[config.mk]
export PLATFORM = sky130hd
export DESIGN_NAME = bp_bus_master
export DESIGN_NICKNAME = d
export VERILOG_FILES = /design/src/design/bp_bus_pkg.sv /design/src/design/reply_timer.sv /design/src/design/bp_bus_master.sv
export VERILOG_INCLUDE_DIRS = /design/src /design/src/design
export SDC_FILE = /design/constraint.sdc
export NUM_CORES = 1
export LEC_CHECK = 0
export BUFFER_PORTS_ARGS = -buffer_cell sky130_fd_sc_hd__buf_2
export CAP_MARGIN = 20
export CORE_UTILIZATION = 30
export CTS_CLUSTER_SIZE = 12
export DETAILED_ROUTE_END_ITERATION = 12
export PLACE_DENSITY_LB_ADDON = 0.3
export SYNTH_ARGS = -nofsm -noshare
export SYNTH_HDL_FRONTEND = slang
export SYNTH_SLANG_ARGS = --single-unit
[constraint.sdc]
create_clock -name sys_clk -period 3.82 [get_ports sys_clk]
set_clock_uncertainty 0.15 [all_clocks]
set_input_delay 0.764 -clock sys_clk [delete_from_list [all_inputs] [get_ports sys_clk]]
set_output_delay 0.764 -clock sys_clk [all_outputs]
set_load 0.01 [all_outputs]
[src/design/bp_bus_defs.svh]
`ifndef BP_BUS_DEFS_SVH
`define BP_BUS_DEFS_SVH

// ----------------------------------------------------------------------
// bus geometry
// ----------------------------------------------------------------------
`define ADDR_W 22
`define DATA_LO_W 16
`define IO_PAGE_TOP 22'h3fe000
`define BIDIR_LINES 42
`define UNIDIR_LINES 2

// ----------------------------------------------------------------------
// timing
// ----------------------------------------------------------------------
`define CLK_PERIOD_PS 8000
`define TIMEOUT_NS 10000
`define TIMEOUT_CYC ((`TIMEOUT_NS * 1000) / `CLK_PERIOD_PS)
`define TMO_W 12

`endif

[src/design/bp_bus_pkg.sv]
package bp_bus_pkg;
   // master cycle sequencer states
   typedef enum logic [2:0] {
      st_idle,
      st_addr,
      st_sync,
      st_strobe,
      st_release,
      st_abort
   } cyc_state_t;
   // arbitration owner
   typedef enum logic [1:0] {
      own_cpu,
      own_dma,
      own_intr
   } owner_t;
endpackage

[src/design/reply_timer.sv]
`timescale 1ns/1ps
`default_nettype none
`include "bp_bus_defs.svh"

// ----------------------------------------------------------------------
// reply watchdog: counts local clocks while a cycle waits for reply
// ----------------------------------------------------------------------
module reply_timer #(
   parameter int W = `TMO_W
) (
   input wire logic sys_clk,
   input wire logic rst,
   input wire logic clk_en,
   input wire logic start,
   input wire logic run,
   input wire logic [W-1:0] limit,
   output logic expired
);
   logic [W-1:0] count; // elapsed clocks

   // restarts at cycle start, frozen by reply
   always_ff @(posedge sys_clk) begin
      if (rst) begin
         count <= '0;
         expired <= 1'b0;
      end else if (clk_en) begin
         if (start) begin
            count <= '0;
            expired <= 1'b0;
         end else if (run && !expired) begin
            if (count >= limit - W'(1)) begin
               expired <= 1'b1;
            end else begin
               count <= count + W'(1);
            end
         end
      end
   end
endmodule
`default_nettype wire

[src/design/bp_bus_master.sv]
`timescale 1ns/1ps
`default_nettype none
`include "bp_bus_defs.svh"

module bp_bus_master
   import bp_bus_pkg::*;
#(
   parameter logic [`TMO_W-1:0] TIMEOUT_CYC = `TMO_W'(`TIMEOUT_CYC)
) (
   input wire logic sys_clk,
   input wire logic rst,
   input wire logic clk_en,
   // user side
   input wire logic req,
   input wire logic req_write,
   input wire logic [`ADDR_W-1:0] req_addr,
   input wire logic [15:0] req_wdata,
   input wire logic [`TMO_W-1:0] tmo_limit,
   input wire logic err_clear,
   input wire logic dma_request,
   input wire logic intr_request,
   output logic busy,
   output logic done,
   output logic [17:0] rdata,
   output logic timeout_err,
   output logic dma_granted,
   // bus side, asserted high = line pulled low
   input wire logic [`ADDR_W-1:0] dal_in,
   output logic [`ADDR_W-1:0] dal_out,
   output logic [`ADDR_W-1:0] dal_oe,
   input wire logic sync_in,
   output logic sync_out,
   output logic sync_oe,
   output logic din_out,
   output logic din_oe,
   output logic dout_out,
   output logic dout_oe,
   output logic wtbt_out,
   output logic wtbt_oe,
   output logic iosel_out,
   output logic iosel_oe,
   input wire logic reply_in,
   input wire logic sack_in,
   output logic iak_chain_out,
   output logic dmg_chain_out
);
   // ----------------------------------------------------------------------
   // local state
   // ----------------------------------------------------------------------
   cyc_state_t state; // cycle sequencer
   owner_t owner; // current bus owner
   logic tmo_start; // restart watchdog
   logic tmo_hit; // watchdog expired
   logic wr_cyc; // latched direction
   logic [`TMO_W-1:0] limit_eff; // enforced limit

   // i/o page decode, used for the iosel line and for the assertion
   function automatic logic in_io_page(input logic [`ADDR_W-1:0] a);
      return a >= `IO_PAGE_TOP;
   endfunction

   // never let software go below the 10 us floor
   always_comb begin
      if (tmo_limit > TIMEOUT_CYC) begin
         limit_eff = tmo_limit;
      end else begin
         limit_eff = TIMEOUT_CYC;
      end
   end

   // ----------------------------------------------------------------------
   // arbitration: cpu owns unless it grants one chain
   // ----------------------------------------------------------------------
   // grants change only between cycles, so one master stays on the bus
   always_ff @(posedge sys_clk) begin
      if (rst) begin
         owner <= own_cpu;
         iak_chain_out <= 1'b0;
         dmg_chain_out <= 1'b0;
         dma_granted <= 1'b0;
      end else if (clk_en) begin
         case (owner)
            own_cpu: begin
               if (state == st_idle && !req && !sync_in) begin
                  if (intr_request) begin
                     owner <= own_intr;
                     iak_chain_out <= 1'b1;
                  end else if (dma_request) begin
                     owner <= own_dma;
                     dmg_chain_out <= 1'b1;
                     dma_granted <= 1'b1;
                  end
               end
            end
            own_dma: begin
               // grant drops once the chain winner takes the bus
               if (sack_in) begin
                  dmg_chain_out <= 1'b0;
               end
               if (!sack_in && !dmg_chain_out && !sync_in) begin
                  owner <= own_cpu;
                  dma_granted <= 1'b0;
               end
            end
            own_intr: begin
               // nearest requester keeps acknowledge, is its duty
               if (!intr_request) begin
                  owner <= own_cpu;
                  iak_chain_out <= 1'b0;
               end
            end
            default: begin
               owner <= own_cpu;
            end
         endcase
      end
   end

   // ----------------------------------------------------------------------
   // cycle sequencer
   // ----------------------------------------------------------------------
   always_ff @(posedge sys_clk) begin
      if (rst) begin
         state <= st_idle;
         wr_cyc <= 1'b0;
         dal_out <= '0;
         dal_oe <= '0;
         sync_out <= 1'b0;
         sync_oe <= 1'b0;
         din_out <= 1'b0;
         din_oe <= 1'b0;
         dout_out <= 1'b0;
         dout_oe <= 1'b0;
         wtbt_out <= 1'b0;
         wtbt_oe <= 1'b0;
         iosel_out <= 1'b0;
         iosel_oe <= 1'b0;
         busy <= 1'b0;
         done <= 1'b0;
         rdata <= '0;
      end else if (clk_en) begin
         done <= 1'b0;
         case (state)
            st_idle: begin
               // wait for a free bus and own the mastership
               if (req && owner == own_cpu && !sync_in) begin
                  state <= st_addr;
                  busy <= 1'b1;
                  wr_cyc <= req_write;
                  dal_out <= req_addr;
                  dal_oe <= '1;
                  wtbt_out <= req_write;
                  wtbt_oe <= req_write;
                  iosel_out <= in_io_page(req_addr);
                  iosel_oe <= in_io_page(req_addr);
               end
            end
            st_addr: begin
               // address stable one clock before sync
               sync_out <= 1'b1;
               sync_oe <= 1'b1;
               state <= st_sync;
            end
            st_sync: begin
               // drop address, present data or strobe input
               wtbt_out <= 1'b0;
               wtbt_oe <= 1'b0;
               iosel_out <= 1'b0;
               iosel_oe <= 1'b0;
               if (wr_cyc) begin
                  dal_out <= {6'h00, req_wdata};
                  dout_out <= 1'b1;
                  dout_oe <= 1'b1;
               end else begin
                  dal_oe <= '0;
                  dal_out <= '0;
                  din_out <= 1'b1;
                  din_oe <= 1'b1;
               end
               state <= st_strobe;
            end
            st_strobe: begin
               // interlock: no progress without slave reply, except abort on watchdog expiry
               if (tmo_hit) begin
                  state <= st_abort;
               end else if (reply_in) begin
                  if (!wr_cyc) begin
                     rdata <= dal_in[17:0];
                  end
                  din_out <= 1'b0;
                  din_oe <= 1'b0;
                  dout_out <= 1'b0;
                  dout_oe <= 1'b0;
                  state <= st_release;
               end
            end
            st_release: begin
               // end cycle after slave removes reply
               if (!reply_in) begin
                  dal_out <= '0;
                  dal_oe <= '0;
                  sync_out <= 1'b0;
                  sync_oe <= 1'b0;
                  busy <= 1'b0;
                  done <= 1'b1;
                  state <= st_idle;
               end
            end
            st_abort: begin
               // timeout: let go of every line at once
               dal_out <= '0;
               dal_oe <= '0;
               din_out <= 1'b0;
               din_oe <= 1'b0;
               dout_out <= 1'b0;
               dout_oe <= 1'b0;
               sync_out <= 1'b0;
               sync_oe <= 1'b0;
               busy <= 1'b0;
               state <= st_idle;
            end
            default: begin
               state <= st_idle;
            end
         endcase
      end
   end

   // ----------------------------------------------------------------------
   // timeout watchdog and sticky error
   // ----------------------------------------------------------------------
   assign tmo_start = (state != st_strobe);

   reply_timer #(
      .W(`TMO_W)
   ) u_timer (
      .sys_clk(sys_clk),
      .rst(rst),
      .clk_en(clk_en),
      .start(tmo_start),
      .run(!reply_in),
      .limit(limit_eff),
      .expired(tmo_hit)
   );

   // set beats clear in the same cycle
   always_ff @(posedge sys_clk) begin
      if (rst) begin
         timeout_err <= 1'b0;
      end else if (clk_en) begin
         if (state == st_strobe && tmo_hit) begin
            timeout_err <= 1'b1;
         end else if (err_clear) begin
            timeout_err <= 1'b0;
         end
      end
   end
endmodule
`default_nettype wire

==> results.yml <==
outcome:
  outcome: "finished with violations"
  violations: "setup timing"
synthesis:
  ys_types: 55
  avgSynthCellArea_um2: 8.09
  synth_area_leader_cell: "dfxtp_1"
  async_reset_ff_frac: 0
  synth_edf_count: 0
  synth_flop_cell: "dfxtp_1"
  synth_top_cell_area_share: 0.384
  synth_warnings: 0
  syn-num-nets: 555
  syn_inst: 458
  netlist_area_um2: 3700
  ys_seq_area_frac: 0.384
  ys_seq_elements: 71
  synth_area_leaders: "dfxtp_1 (38%), a21oi_1 (7.4%), nand2_1 (6.5%), buf_4 (5.3%), ha_1 (4.7%)"
finish:
  fill_cells: 1225
  areaGrowthSynthToFinish_pct: 36.5
  fin_area_um2: 5060
  fin_util: 0.421
  fin_nets: 703
  antennaDiodeCount: 0
  drive_gt1_frac: 0.378
setup_path:
  critPathSlowestCell: "or4b_4"
  crit_chain: "buf_8, or3_4, or3_4, or4_4, nor3_4, xor2_1, nand2_1, ha_4, and4_4, or4b_4, a32oi_4, buf_6, or3_1, a21oi_1"
  crit_top_cell: "or3_4"
  path_buf_inv: 2
  cpLargestDelayFamily: "simple AND/OR/NAND/NOR gates"
  max_stage_delay_ns: 0.49
  worstPathRequired_ns: 3.84
  path_class: "in2reg"
  path_max_fanout: 8
  cp.arrival_ns: 4.13
  start_kind: "primary input"
  crit_path_end_kind: "flip-flop"
floorplanning:
  die_area_um2: 12800
  num_io_pins: 161
  die_w_um: 113
  fp-row-count: 40
  start_util: 0.308
  fp.coreArea_um2: 12000
  die_h_um: 113
route:
  num_vias: 3819
  dr.pass1.iters: 5
  via_per_inst: 5.04
  wirelength_um: 10400
  wl_per_cell_um: 13.7
  dr.first_iter.drc_count: 173
  drc: 0
  detail-route-antenna-nets: 0
pwr:
  pwr-share-clk: 0.440
  power_density_nw_per_um2: 382
  p_leak_uw: 0.00227
  power.total_uw: 1930
  ir_drop_mv: 0.201
  seqPwrFrac: 0.408
  netSwitchingFraction: 0.262
  intPower_uw: 1430
  p_sw_uw: 506
  comb_power_share: 0.152
sta:
  setup_tns_ns: -3.16
  worstMarginPinSlew_ns: 0.935
  timing.final.ws_setup_ns: -0.286
  rsz0062_at_grt: "yes"
  drv_slew: 0
  clock.fmax_mhz: 244
  period_minus_slack_ns: 4.11
  final-hold-violation-count: 0
  fin_crit_sh: 1.07
  setup_viol: 13
  holdWs_ns: 0.301
  slew-limit-headroom: 0.375
worst_hold_path:
  holdCritPathClass: "reg2reg"
cts:
  clk_pin_slew_ns: 0.06
  cts_tree: "done"
  cts_sinks: 71
  clockBufferDepth: 2
  clockRootBuffer: "clkbuf_16"
  hold_buffers: 0
  clk_latency_ns: 0.33
  htreeDepth: 3
  cts_made_buffers: 9
placed_design:
  io_buffer_count: 156
  place_hpwl_um: 7430
  place.gp.congestion: 0.832
  placedInstanceArea_um2: 4590
global_routing:
  grt_util_all_layers: 0.158
  grt_max_degree: 61
  grt_pass1_wl_um: 16200
  grt_pass1_vias: 3493
  grt_overflow_total: 0
  antenna_found_initial: 0
run:
  drv_cap: 0
==> Yosys cell counts, drive strengths merged (2+ instances only) <==
| master | number |
|---|---|
| nand2 | 64 |
| a32oi | 3 |
| nor4 | 3 |
| a31oi | 4 |
| nand3 | 14 |
| a221oi | 2 |
| and4 | 2 |
| nand2b | 6 |
| mux2i | 2 |
| nor2 | 45 |
| nor3 | 9 |
| nor4b | 2 |
| a21oi | 55 |
| and3 | 3 |
| a222oi | 13 |
| xor2 | 5 |
| inv | 10 |
| a211oi | 5 |
| o31ai | 4 |
| dfxtp | 71 |
| and2 | 3 |
| clkbuf | 17 |
| buf | 33 |
| or4 | 5 |
| a22oi | 6 |
| o21a | 2 |
| nand4 | 4 |
| o21ai | 25 |
| o211a | 2 |
| ha | 14 |
| or3 | 10 |
==> per-stage QoR <==
stage,setup WS (ns),cells
floorplan,-0.317,458
CTS,-0.249,756
finish,-0.286,758
detailed placement,-0.642,740
global route,-0.413,758
global placement,-0.611,740
==> cells in the final DEF, fill, tap and decap left out, types with 4 or more instances in the layout <==
cell type	netlist	layout
o21ai_0	25	20
a211oi_1	5	5
a21oi_1	55	52
inv_1	10	10
o31ai_1	4	4
nand3_1	14	14
a222oi_1	13	13
a31oi_1	4	4
nand2_1	64	62
buf_4	26	29
buf_2	6	155
dfxtp_1	71	71
nand4_1	4	4
a22oi_1	6	6
nand2b_1	5	4
xor2_1	5	5
or4_1	4	4
clkbuf_16	0	9
ha_1	14	12
or3_1	8	7
nor2_1	45	44
o21ai_1	0	4
nor3_1	7	6
==> timing repair <==
item                                    4_1_cts  5_1_grt
resized for setup                             5       26
endpoints found under the setup margin       13       13
buffers inserted                              0        2
pin swaps                                     5       16
==> metal layers <==
layer / vias up / share of wire / global-route usage
met2: 130 / 0.48 / 0.268
met1: 1758 / 0.44 / 0.191
met5: - / 0 / 0
li1: 1922 / - / -
met4: 0 / 0.0096 / 0.0526
met3: 9 / 0.064 / 0.0461
==> path summary, 6_finish.rpt <==
kind,endpoint,startpoint,slack (ns),depth (start not counted)
setup / recovery,u_timer.count[3],tmo_limit[4],-0.29,14
hold / removal,rdata[17],rdata[17],0.30,2
setup reg to reg,u_timer.count[10],u_timer.count[0],1.20,9
hold reg to reg,rdata[17],rdata[17],0.30,2
==> flip-flops by register name, indices dropped and copies added, names as in the netlist, 2 cells and up <==
signal / flops
dal_out: 22
u_timer.count: 12
state: 3
owner: 2
rdata: 18
==> worst reg2reg max path: stages (launching register included) <==
cell and delay [ns]:
dfxtp_1 0.41, inv_1 0.11, ha_1 0.29, nand2b_4 0.14, a2111oi_2 0.37, or4b_4 0.21, a32oi_4 0.14, buf_4 0.17
or4_1 0.39, a21oi_1 0.14
==> cell type report <==
| class | instances | area [um2] | area share |
|---|---|---|---|
| inverters | 10 | 37.5 | 0.00742 |
| repair buffers | 187 | 1030 | 0.204 |
| flip-flops and latches | 71 | 1420 | 0.281 |
| clock inverters | 5 | 65.1 | 0.0129 |
| clock buffers | 11 | 243 | 0.0480 |
| well taps | 147 | 184 | 0.0364 |
| multi-input cells | 327 | 2080 | 0.411 |
==> cells by family after synthesis <==
logic type               synth area share
buffers and inverters              0.0912
flip-flops                          0.384
adder cells (fa/ha/maj)            0.0473
multiplexers                      0.00540
AND/OR/NAND/NOR                     0.230
AO/OA/AOI/OAI                       0.228
XOR/XNOR                           0.0142
==> power groups by stage <==
stage | Combinational, uW | Clock, uW | Sequential [uW]
finish | 294 | 851 | 789
detailed placement | 278 | 0 | 804
CTS | 283 | 874 | 788
global placement | 275 | 0 | 803
floorplan | 169 | 0 | 803
global route | 325 | 901 | 792
(Power assumes the default switching activity.)
